## src/rtl/spcr_pkg.sv

```systemverilog
// Package with register map, field positions and carrier types of the port setup bank
package spcr_pkg;

    // Register offsets
    localparam logic [11:0] SPCR_ADDR_SETUP_A  = 12'h000;
    localparam logic [11:0] SPCR_ADDR_SETUP_B  = 12'h001;
    localparam logic [11:0] SPCR_ADDR_PART     = 12'h003;
    localparam logic [11:0] SPCR_ADDR_UNIT_LO  = 12'h004;
    localparam logic [11:0] SPCR_ADDR_UNIT_HI  = 12'h005;
    localparam logic [11:0] SPCR_ADDR_VARREV   = 12'h006;
    localparam logic [11:0] SPCR_ADDR_STD      = 12'h00b;
    localparam logic [11:0] SPCR_ADDR_MAKER_LO = 12'h00c;
    localparam logic [11:0] SPCR_ADDR_MAKER_HI = 12'h00d;
    localparam logic [11:0] SPCR_ADDR_COMMIT   = 12'h00f;

    // Field positions
    localparam int SPCR_A_SOFT_RST   = 0;
    localparam int SPCR_A_MSB_FIRST  = 1;
    localparam int SPCR_A_ADDR_UP    = 2;
    localparam int SPCR_B_SINGLE     = 7;
    localparam int SPCR_B_SPARE      = 6;
    localparam int SPCR_B_READ_BUF   = 5;
    localparam int SPCR_B_HOLD_RST   = 2;
    localparam int SPCR_C_COMMIT     = 0;

    // Reset values
    localparam logic [7:0] SPCR_RST_SETUP_A = 8'h00;
    localparam logic [7:0] SPCR_RST_SETUP_B = 8'h00;
    localparam logic [7:0] SPCR_RST_COMMIT  = 8'h00;
    localparam logic [3:0] SPCR_UNIT_LO_RSV = 4'hf;

    // Identity values, all arbitrary
    localparam logic [3:0]  SPCR_PART_KIND  = 4'ha;
    localparam logic [11:0] SPCR_UNIT_IDENT = 12'h3c7;
    localparam logic [3:0]  SPCR_VARIANT    = 4'h2;
    localparam logic [3:0]  SPCR_REVISION   = 4'h3;
    localparam logic [7:0]  SPCR_STD_LEVEL  = 8'h07;
    localparam logic [15:0] SPCR_MAKER_CODE = 16'h9e21;

    // Soft reset countdown start; the pulse is held one cycle more than this
    localparam logic [3:0] SPCR_SOFT_RST_CYC = 4'h4;

    // Register access request from the serial port engine
    typedef struct packed {
        logic        wr;
        logic        rd;
        logic [11:0] addr;
        logic [7:0]  wdata;
    } spcr_req_t;

    // Control outputs toward the serial engine and core
    typedef struct packed {
        logic addr_up;
        logic msb_first;
        logic single_instr;
        logic read_buf;
        logic chip_reset;
        logic hold_reset;
        logic commit;
    } spcr_ctrl_t;

endpackage

```

## src/rtl/spcr_id_rom.sv

```systemverilog
// Read-only identification bytes of the port setup bank
`timescale 1ns/100ps
`default_nettype none
module spcr_id_rom
    import spcr_pkg::*;
(
    input  wire logic        clk_sys_i,
    input  wire logic        resetn_i,
    input  wire logic [11:0] addr_i,
    output logic [7:0]       data_o,
    output logic             hit_o
);

    typedef struct packed {
        logic [7:0] data;
        logic       hit;
    } spcr_rom_st_t;

    spcr_rom_st_t st_q;
    spcr_rom_st_t st_d;

    // Identity byte lookup
    always_comb begin
        st_d = '0;
        st_d.hit = 1'b1;
        case (addr_i)
            SPCR_ADDR_PART:     st_d.data = {4'h0, SPCR_PART_KIND};
            SPCR_ADDR_UNIT_LO:  st_d.data = {SPCR_UNIT_IDENT[3:0], SPCR_UNIT_LO_RSV};
            SPCR_ADDR_UNIT_HI:  st_d.data = SPCR_UNIT_IDENT[11:4];
            SPCR_ADDR_VARREV:   st_d.data = {SPCR_VARIANT, SPCR_REVISION};
            SPCR_ADDR_STD:      st_d.data = SPCR_STD_LEVEL;
            SPCR_ADDR_MAKER_LO: st_d.data = SPCR_MAKER_CODE[7:0];
            SPCR_ADDR_MAKER_HI: st_d.data = SPCR_MAKER_CODE[15:8];
            default:            st_d.hit = 1'b0;
        endcase
    end

    // Registered read data
    always_ff @(posedge clk_sys_i or negedge resetn_i) begin
        if (!resetn_i) begin
            st_q <= '0;
        end else begin
            st_q <= st_d;
        end
    end

    assign data_o = st_q.data;
    assign hit_o  = st_q.hit;

endmodule
`default_nettype wire

```

## src/rtl/spcr_bit_order.sv

```systemverilog
// Readback serializer order selection for one data byte
`timescale 1ns/100ps
`default_nettype none
module spcr_bit_order
    import spcr_pkg::*;
(
    input  wire logic       clk_sys_i,
    input  wire logic       resetn_i,
    input  wire logic       load_i,
    input  wire logic [7:0] byte_i,
    input  wire logic       msb_first_i,
    input  wire logic       i2c_mode_i,
    output logic [7:0]      byte_o
);

    typedef struct packed {
        logic [7:0] ordered;
    } spcr_ord_st_t;

    spcr_ord_st_t st_q;
    spcr_ord_st_t st_d;

    function automatic logic [7:0] spcr_rev8(input logic [7:0] v);
        logic [7:0] r;
        r = '0;
        for (int i = 0; i < 8; i++) begin
            r[i] = v[7 - i];
        end
        return r;
    endfunction

    // Output byte is shifted out from bit 7; I2C always sends MSB first
    always_comb begin
        st_d = st_q;
        if (load_i) begin
            if (msb_first_i || i2c_mode_i) begin
                st_d.ordered = byte_i;
            end else begin
                st_d.ordered = spcr_rev8(byte_i);
            end
        end
    end

    always_ff @(posedge clk_sys_i or negedge resetn_i) begin
        if (!resetn_i) begin
            st_q <= '0;
        end else begin
            st_q <= st_d;
        end
    end

    assign byte_o = st_q.ordered;

endmodule
`default_nettype wire

```

## src/rtl/spcr_regs.sv

```systemverilog
// Serial port configuration and identification register bank
`timescale 1ns/100ps
`default_nettype none
module spcr_regs
    import spcr_pkg::*;
(
    input  wire logic        clk_sys_i,
    input  wire logic        resetn_i,
    input  wire logic        i2c_mode_i,
    input  wire logic        req_wr_i,
    input  wire logic        req_rd_i,
    input  wire logic [11:0] req_addr_i,
    input  wire logic [7:0]  req_wdata_i,
    input  wire logic        xfer_start_i,
    input  wire logic        byte_done_i,
    input  wire logic [11:0] start_addr_i,
    input  wire logic [7:0]  ext_buf_rdata_i,
    input  wire logic [7:0]  ext_act_rdata_i,
    output logic [7:0]       rdata_o,
    output logic             rvalid_o,
    output logic [7:0]       rdata_ser_o,
    output logic [11:0]      ptr_o,
    output logic             need_instr_o,
    output logic             chip_reset_o,
    output logic             hold_reset_o,
    output logic             commit_o,
    output logic             msb_first_o,
    output logic             read_buf_o
);

    // Whole bank state
    typedef struct packed {
        logic        soft_rst;
        logic [3:0]  rst_cnt;
        logic        msb_first;
        logic        addr_up;
        logic        single;
        logic        spare;
        logic        read_buf;
        logic        hold_rst;
        logic        commit;
        logic [11:0] ptr;
        logic        need_instr;
        logic        rd_pend;
        logic        rd_local;
        logic [7:0]  rd_local_data;
        logic        rd_id;
        logic        rd_sel_buf;
        logic        rvalid;
        logic [7:0]  rdata;
        logic        ser_load;
        logic        chip_reset;
    } spcr_st_t;

    spcr_st_t   st_q;
    spcr_st_t   st_d;
    spcr_req_t  req;
    logic [7:0] id_data;
    logic       id_hit;
    logic [7:0] ser_byte;

    assign req.wr    = req_wr_i;
    assign req.rd    = req_rd_i;
    assign req.addr  = req_addr_i;
    assign req.wdata = req_wdata_i;

    function automatic logic [7:0] spcr_setup_a(input logic sr, input logic lf,
                                                input logic up);
        // Symmetric layout, readable in either bit order
        return {sr, lf, up, 2'b00, up, lf, sr};
    endfunction

    function automatic logic [11:0] spcr_step(input logic [11:0] p, input logic up);
        if (up) begin
            return 12'(p + 12'h001);
        end
        return 12'(p - 12'h001);
    endfunction

    // Identity bytes
    spcr_id_rom u_id_rom (
        .clk_sys_i (clk_sys_i),
        .resetn_i  (resetn_i),
        .addr_i    (req.addr),
        .data_o    (id_data),
        .hit_o     (id_hit)
    );

    // Bit-ordered copy of read data for the shifter
    spcr_bit_order u_bit_order (
        .clk_sys_i   (clk_sys_i),
        .resetn_i    (resetn_i),
        .load_i      (st_q.ser_load),
        .byte_i      (st_q.rdata),
        .msb_first_i (st_q.msb_first),
        .i2c_mode_i  (i2c_mode_i),
        .byte_o      (ser_byte)
    );

    // Next state of the bank
    always_comb begin
        st_d = st_q;
        st_d.commit   = 1'b0;
        st_d.rvalid   = 1'b0;
        st_d.ser_load = 1'b0;
        st_d.rd_pend  = 1'b0;

        // Soft reset pulse: clears setup bits, counts down, then releases
        if (st_q.soft_rst) begin
            if (st_q.rst_cnt == 4'h0) begin
                st_d.soft_rst = 1'b0;
            end else begin
                st_d.rst_cnt = 4'(st_q.rst_cnt - 4'h1);
            end
        end

        // Register writes, ignored while soft reset runs
        if (req.wr && !st_q.soft_rst) begin
            case (req.addr)
                SPCR_ADDR_SETUP_A: begin
                    // Either mirror copy of a bit sets it
                    st_d.soft_rst  = req.wdata[SPCR_A_SOFT_RST] | req.wdata[7];
                    st_d.msb_first = req.wdata[SPCR_A_MSB_FIRST] | req.wdata[6];
                    st_d.addr_up   = req.wdata[SPCR_A_ADDR_UP] | req.wdata[5];
                    st_d.rst_cnt   = SPCR_SOFT_RST_CYC;
                end
                SPCR_ADDR_SETUP_B: begin
                    st_d.single   = req.wdata[SPCR_B_SINGLE];
                    st_d.spare    = req.wdata[SPCR_B_SPARE];
                    st_d.read_buf = req.wdata[SPCR_B_READ_BUF];
                    st_d.hold_rst = req.wdata[SPCR_B_HOLD_RST];
                end
                SPCR_ADDR_COMMIT: begin
                    st_d.commit = req.wdata[SPCR_C_COMMIT];
                end
                default: begin
                end
            endcase
        end

        // Soft reset returns the setup bits to their defaults
        if (st_q.soft_rst) begin
            st_d.msb_first = SPCR_RST_SETUP_A[SPCR_A_MSB_FIRST];
            st_d.addr_up   = SPCR_RST_SETUP_A[SPCR_A_ADDR_UP];
            st_d.single    = SPCR_RST_SETUP_B[SPCR_B_SINGLE];
            st_d.spare     = SPCR_RST_SETUP_B[SPCR_B_SPARE];
            st_d.read_buf  = SPCR_RST_SETUP_B[SPCR_B_READ_BUF];
            st_d.hold_rst  = SPCR_RST_SETUP_B[SPCR_B_HOLD_RST];
        end

        // Chip reset while soft reset runs
        st_d.chip_reset = st_d.soft_rst;

        // Address pointer for multibyte transfers
        if (xfer_start_i) begin
            st_d.ptr        = start_addr_i;
            st_d.need_instr = 1'b0;
        end else if (byte_done_i) begin
            if (st_q.single) begin
                st_d.need_instr = 1'b1;
            end else begin
                st_d.ptr = spcr_step(st_q.ptr, st_q.addr_up);
            end
        end

        // Read first stage: local setup bytes and source select
        if (req.rd) begin
            st_d.rd_pend    = 1'b1;
            st_d.rd_id      = 1'b0;
            st_d.rd_local   = 1'b1;
            st_d.rd_sel_buf = st_q.read_buf;
            case (req.addr)
                SPCR_ADDR_SETUP_A:
                    st_d.rd_local_data = spcr_setup_a(st_q.soft_rst, st_q.msb_first,
                                                      st_q.addr_up);
                SPCR_ADDR_SETUP_B:
                    st_d.rd_local_data = {st_q.single, st_q.spare, st_q.read_buf, 2'b00,
                                          st_q.hold_rst, 2'b00};
                SPCR_ADDR_COMMIT:
                    st_d.rd_local_data = 8'h00; // Commit bit reads back cleared
                default: begin
                    st_d.rd_local      = 1'b0;
                    st_d.rd_id         = 1'b1;
                    st_d.rd_local_data = 8'h00;
                end
            endcase
        end

        // Read second stage: pick the answer
        if (st_q.rd_pend) begin
            st_d.rvalid   = 1'b1;
            st_d.ser_load = 1'b1;
            if (st_q.rd_local) begin
                st_d.rdata = st_q.rd_local_data;
            end else if (st_q.rd_id && id_hit) begin
                st_d.rdata = id_data;
            end else if (st_q.rd_sel_buf) begin
                st_d.rdata = ext_buf_rdata_i;
            end else begin
                st_d.rdata = ext_act_rdata_i;
            end
        end
    end

    // State register
    always_ff @(posedge clk_sys_i or negedge resetn_i) begin
        if (!resetn_i) begin
            st_q <= '0;
        end else begin
            st_q <= st_d;
        end
    end

    // Outputs straight from flip-flops
    assign rdata_o      = st_q.rdata;
    assign rvalid_o     = st_q.rvalid;
    assign rdata_ser_o  = ser_byte;
    assign ptr_o        = st_q.ptr;
    assign need_instr_o = st_q.need_instr;
    assign chip_reset_o = st_q.chip_reset;
    assign hold_reset_o = st_q.hold_rst;
    assign commit_o     = st_q.commit;
    assign msb_first_o  = st_q.msb_first;
    assign read_buf_o   = st_q.read_buf;

endmodule
`default_nettype wire

```

## config.mk

```make
export PLATFORM = sky130hd
export DESIGN_NAME = spcr_regs
export DESIGN_NICKNAME = d
export VERILOG_FILES = /design/src/rtl/spcr_pkg.sv /design/src/rtl/spcr_id_rom.sv /design/src/rtl/spcr_bit_order.sv /design/src/rtl/spcr_regs.sv
export SDC_FILE = /design/constraint.sdc
export NUM_CORES = 1
export LEC_CHECK = 0
export BUFFER_PORTS_ARGS = -buffer_cell sky130_fd_sc_hd__buf_4
export CELL_PAD_IN_SITES_DETAIL_PLACEMENT = 0
export CELL_PAD_IN_SITES_GLOBAL_PLACEMENT = 1
export CORE_AREA = 2 2 122 124
export CTS_BUF_LIST = sky130_fd_sc_hd__clkbuf_16
export DETAILED_ROUTE_END_ITERATION = 10
export DIE_AREA = 0 0 124 126
export GPL_ROUTABILITY_DRIVEN = 1
export GPL_TIMING_DRIVEN = 0
export PLACE_DENSITY_LB_ADDON = 0.1
export SLEW_MARGIN = 25
export SYNTH_ARGS = -nofsm -noshare
export SYNTH_HDL_FRONTEND = slang
export SYNTH_SLANG_ARGS = --single-unit
export TNS_END_PERCENT = 10
```

## constraint.sdc

```tcl
create_clock -name clk_sys_i -period 2.15 [get_ports clk_sys_i]
set_input_delay 0.215 -clock clk_sys_i [delete_from_list [all_inputs] [get_ports clk_sys_i]]
set_output_delay 0.215 -clock clk_sys_i [all_outputs]
set_load 0.005 [all_outputs]
```

Word-level counts from Yosys, hierarchy flattened
Cells that the tools add are included.

storage, ports and cells
  bits of input ports = 55
  logic and storage cells = 84
  register bits = 64
  output and inout bits = 35

operators by class
  bitwise operators = 3
  $add $sub $neg = 3
  reductions and logical operators = 17
  equal/unequal tests = 10
  mux-type cells = 29

operator list
  operator                                                                 count
  12-bit two-way mux                                                       5
  8-bit case mux with 7 select lines                                       1
  12-bit by 4-bit equality test with 1-bit output (second input constant)  4
  12-bit by 3-bit equality test with 1-bit output (second input constant)  3
  8-bit two-way mux                                                        4
  13-bit two-way mux                                                       2
  8-bit case mux with 2 select lines                                       1
  12-bit by 1-bit adder with 12-bit output (second input constant)         1
  12-bit by 1-bit equality test with 1-bit output (second input constant)  1
  12-bit by 2-bit equality test with 1-bit output (second input constant)  1
  12-bit logical NOT                                                       1
  12-bit by 1-bit subtractor with 12-bit output (second input constant)    1
  1-bit two-way mux                                                        10
  10-bit two-way mux                                                       1
  2-bit nonzero test                                                       5
  4-bit two-way mux                                                        2
  2-bit AND reduction                                                      4
  7-bit two-way mux                                                        1
  7-bit OR reduction                                                       1
  6-bit two-way mux                                                        1
  5-bit two-way mux                                                        1
  4-bit logical NOT                                                        1
  4-bit by 1-bit subtractor with 4-bit output (second input constant)      1
  1-bit bitwise OR                                                         3
  other kinds (5)                                                          6

Logic depth before layout (Yosys ltp)
  depth in word-level cells = 8
  depth in mapped cells = 7
  gate-level depth less buffers = 7

Modules after synthesis
A second synthesis with hierarchy kept.

second synthesis, totals
  cell total of the unflattened synthesis = 381
  area total of the unflattened synthesis = 3598.5 µm²

modules (own cells, without submodules)
  module          cells an instance  area an instance (µm²)  instances  sequential area each (µm²)
  spcr_regs       299                2755.1                  1          1101.1
  spcr_id_rom     38                 427.9                   1          225.2
  spcr_bit_order  44                 415.4                   1          200.2

Worst setup path after synthesis
OpenSTA, ideal clock, no wires.

  kind = reg-to-reg
  from = register st_q[41] (netlist name)
  to = register st_q (netlist bit ptr_o[7])
  stages on the path, launching flop included = 8
  clock period less this slack = 2.077 ns
  data arrival time = 1.935 ns
  required time = 2.008 ns
  setup slack = 0.073 ns
  path buffers = 0
  setup time = 0.142 ns
  cell sequence = dfrtp_1 inv_1 ha_1 a211oi_1 o21ai_0 a221oi_1 xor2_1 o221ai_1

between the ends
  cells in the longest elaborated chain, start to end = 8

ends and longest elaborated chain
  item                    line              RTL
  start, declared         spcr_regs.sv:55   spcr_st_t st_q;
  start signal, assigned  spcr_regs.sv:210  st_q <= st_d;
  1-bit two-way mux       spcr_regs.sv:74   if (up) begin
  1-bit two-way mux       spcr_regs.sv:159  if (st_q.single) begin
  1-bit two-way mux       spcr_regs.sv:158  end else if (byte_done_i) begin
  1-bit two-way mux       spcr_regs.sv:155  if (xfer_start_i) begin
  12-bit two-way mux      spcr_regs.sv:77   return 12'(p - 12'h001);
  12-bit two-way mux      spcr_regs.sv:159
  13-bit two-way mux      spcr_regs.sv:158
  13-bit two-way mux      spcr_regs.sv:155

Every way passes these cells. The select of a mux whose other input is x is not followed.
A chain may end at the register's enable or synchronous reset.

Worst setup path in the final report
Same ends and word-level chain as after synthesis.

==> impl_summary.log <==
INFO  metric num-fill-cells = 1510
INFO  metric setup.worst_path.end = ptr_o[7]
INFO  metric final-max-slew-violation-count = 0
INFO  metric syn_to_final_growth = 39.28%
INFO  metric antennaDiodeCount = 0
INFO  metric effective_utilization_at_floorplan = 24.68%
INFO  metric synthesis.area_per_instance = 9.057 sq um
INFO  metric timing.critical_path.required = 2340 ps
INFO  metric first_iter_violations = 143
INFO  metric synth_edf_count = 0
INFO  metric finClkSkew = 6.048 ps
INFO  metric dp.final_hpwl = 7391 um
INFO  metric most_numerous_cell_in_the_yosys_netlist = sky130_fd_sc_hd__dfrtp_1
INFO  metric timing.final.hold_violations = 40
INFO  metric sinks_on_clock_net = 61
INFO  metric vias_in_the_first_global_route = 3108
INFO  metric yosys_register_bits = just over 60
INFO  metric ir_worst_vdd = between 300 and 400 uV
INFO  metric cts_buffers = 9
INFO  metric tritoncts_clock_tree = built
INFO  metric syn-cell-area = roughly 3500 sq um
INFO  metric globalRouteOverflowTotal = 0
INFO  metric clock-root-buffer = sky130_fd_sc_hd__clkbuf_16
INFO  metric worstSetupStartpoint = st_q[41]
INFO  metric number_of_nets_at_the_end_of_the_flow = around 560
INFO  metric cts.reportedPaths.clkPinSlew = 50 ps
INFO  metric synthDistinctLibCells = 46
INFO  metric post_synth_inst_count = slightly below 400
INFO  metric synth-seq-area-share = 43.22%
INFO  metric drv.max_cap_violation_count = 0
INFO  metric maximum_number_of_pins_on_one_net_before_global_route_repair = 62
INFO  metric post-route-worst-setup-slack = 45.40 ps
INFO  metric synthesis.yosys.warnings = 0
INFO  metric first_pass_grt_wire_length = 16360 um
INFO  metric layout_worst_path_cycle_share = 97.89%
INFO  metric ff_latch_area = 1526 sq um
INFO  metric report.final.setup_viol = 0
INFO  metric crit_path_start_kind = flop
INFO  metric r2r_start = st_q[41]
INFO  metric rows = 44
INFO  metric die-height = 126 um
INFO  metric via_count = between 3000 and 4000
INFO  metric critical_path_peak_fanout = 5
INFO  metric rsz0062_at_grt = yes
INFO  metric violations_in_the_final_reports = negative hold slack
INFO  metric yosys_most_used_dff = sky130_fd_sc_hd__dfrtp_1
INFO  metric multiInputGateArea = about 1800 sq um
INFO  metric power-per-cell-area = 831.4 nW/um^2
INFO  metric detailedPlace.worstSlack = -491.2 ps
INFO  metric r2r_cells = 7
INFO  metric result_of_the_run = finished, violations left
INFO  metric drt_wl_total = slightly above 10000 um
INFO  metric routabilityCongestion = 0.7634
INFO  metric antenna_violating_nets_post_route = 0
INFO  metric clk_latency = ~340 ps
INFO  metric post_route_cells_drive_above_1_share = 30.78%
INFO  metric count_of_input_and_output_buffers = 85
INFO  metric critical_path_class = reg -> reg
INFO  metric post_drt_via_cell_ratio = 4.655
INFO  metric groute.usage.overall = 13.71%
INFO  metric synth_largest_type_area_fraction = a little over two fifths
INFO  metric synth.net_count = between 400 and 500
INFO  metric worst_slew_margin_rel = 37.74%
INFO  metric yosysTopAreaCell = sky130_fd_sc_hd__dfrtp_1
INFO  metric floorplan_core_area = 14310 sq um
INFO  metric die_area = 15620 sq um
INFO  metric avgRoutedWirePerCell = ~15 um
INFO  metric end_kind = flop
INFO  metric crit-reg2reg-capture = ptr_o[7]
INFO  metric worstHoldPathType = in -> async
INFO  metric period_minus_slack = 2105 ps
INFO  metric chipWidth = between 100 and 150 um
INFO  metric drt_drc_violations_left = 0
INFO  metric synthTopCellsByCount = sky130_fd_sc_hd__dfrtp_1 (61), sky130_fd_sc_hd__a21oi_1 (51), sky130_fd_sc_hd__nor2_1 (48)
INFO  metric finalHoldWorstSlack = -33.25 ps
INFO  metric max_freq = 475.2 MHz
INFO  metric antenna_found_initial = 0
INFO  metric actual_transition_at_the_worst_max_transition_pin = 930.4 ps
INFO  metric io_pins = 90
INFO  metric cts_hold_repair.buffers = 0
INFO  metric max-clock-path-buffers = 2
INFO  metric async_set_or_reset_flop_fraction_in_the_synthesized_netlist = 100.0%
INFO  metric worst-r2r-setup-slack = 50 ps
INFO  metric final_total_pwr = 4.090 mW
INFO  metric first_pass_iters = 4
INFO  metric yosys-top-cells-area = sky130_fd_sc_hd__dfrtp_1 (43%), sky130_fd_sc_hd__a21oi_1 (7.2%), sky130_fd_sc_hd__mux2i_1 (5.7%)
INFO  metric arrival = roughly 2300 ps
INFO  metric cellLeakagePower = 2.217 nW
INFO  metric htree_levels = 3
## registers in the layout, indices dropped and copies added, names as in the netlist
name,flops
u_id_rom.data_o,8
u_id_rom.hit_o,1
ptr_o,12
hold_reset_o,1
commit_o,1
need_instr_o,1
read_buf_o,1
rvalid_o,1
chip_reset_o,1
rdata_o,8
msb_first_o,1
u_bit_order.byte_o,8
st_q,17
## kinds of logic after synthesis
group | share of synthesized area (%)
compound gates | 17.50
xor+xnor | 1.488
fa+ha+maj | 4.463
buf+inv | 7.368
flops | 43.22
mux | 6.624
simple gates | 19.34
## what timing repair did
| item | CTS | global route |
|---|---|---|
| hold endpoints to repair | 0 | 0 |
| pin swaps | 0 | 11 |
| setup endpoints to repair | 7 | 6 |
| gates resized for setup | 11 | 15 |
| setup buffers | 4 | 2 |
## routing by layer
| layer | vias up | global-route usage (%) | routed length [um] |
|---|---|---|---|
| met5 | - | 0 | 0 |
| met4 | 0 | 5.354 | 178 |
| met3 | 13 | 3.759 | 492 |
| met2 | 68 | 20.27 | 4573 |
| met1 | 1504 | 18.95 | 4836 |
| li1 | 1585 | - | - |
## metrics by stage
stage | instances | utilization, % | cell area, sq um | hold slack [ps] | setup TNS [ps]
global route | 681 | 34.37 | 4920 | 31.32 | -203.6
floorplan | 390 | - | 3532 | -80.59 | 0
global placement | 659 | 30.74 | 4400 | 377.5 | -1796
finish | 681 | 34.37 | 4920 | -33.25 | 0
CTS | 679 | 33.75 | 4831 | 7.775 | 0
detailed placement | 659 | 30.74 | 4400 | 372.1 | -1736
## layout make-up
cell class | instances | share of cell area, %
Inverter | 10 | 0.8393
Clock buffer | 9 | 4.578
Clock inverter | 7 | 2.798
Timing Repair Buffer | 91 | 13.96
Buffer | 39 | 4.527
Tap cell | 184 | 4.680
Multi-Input combinational cell | 280 | 37.59
Sequential cell | 61 | 31.03
## worst min-delay path by stage
stage                   end  cells after the start
5_1_grt            st_q[43]                      1
4_1_cts            ptr_o[0]                      1
6_report           st_q[43]                      1
3_3_place_gp       st_q[46]                      1
2_1_floorplan  chip_reset_o                      0
3_5_place_dp       st_q[43]                      1
## cells in the final DEF (no fill, tap or decap), types with 6 or more instances in the layout
cell type                   instances
sky130_fd_sc_hd__nor3b_1            6
sky130_fd_sc_hd__a21oi_1           49
sky130_fd_sc_hd__o21ai_0           14
sky130_fd_sc_hd__nand3_1           13
sky130_fd_sc_hd__nor3_1             6
sky130_fd_sc_hd__a211oi_1          10
sky130_fd_sc_hd__nand2b_1           6
sky130_fd_sc_hd__mux2i_1           20
sky130_fd_sc_hd__nand2_1           29
sky130_fd_sc_hd__inv_1             10
sky130_fd_sc_hd__ha_1               7
sky130_fd_sc_hd__clkbuf_1          17
sky130_fd_sc_hd__nor2_1            47
sky130_fd_sc_hd__dfrtp_1           61
sky130_fd_sc_hd__buf_4            110
sky130_fd_sc_hd__clkbuf_16          9
## power breakdown
part	internal [mW]	total (mW)	leakage (nW)	switching (mW)
Clock	1.25	1.80	0.181	0.553
Sequential	1.24	1.33	0.746	0.0938
Combinational	0.505	0.959	1.29	0.454
Total	2.99	4.09	2.22	1.10
## worst max-delay path, stage by stage (launching register included)
cell	delay [ps]
sky130_fd_sc_hd__dfrtp_1	390
sky130_fd_sc_hd__clkinvlp_4	160
sky130_fd_sc_hd__ha_1	330
sky130_fd_sc_hd__a211oi_2	310
sky130_fd_sc_hd__o21ai_2	160
sky130_fd_sc_hd__a221oi_2	260
sky130_fd_sc_hd__xor2_1	220
sky130_fd_sc_hd__o221ai_1	130
Power figures use the tool's default switching activity.
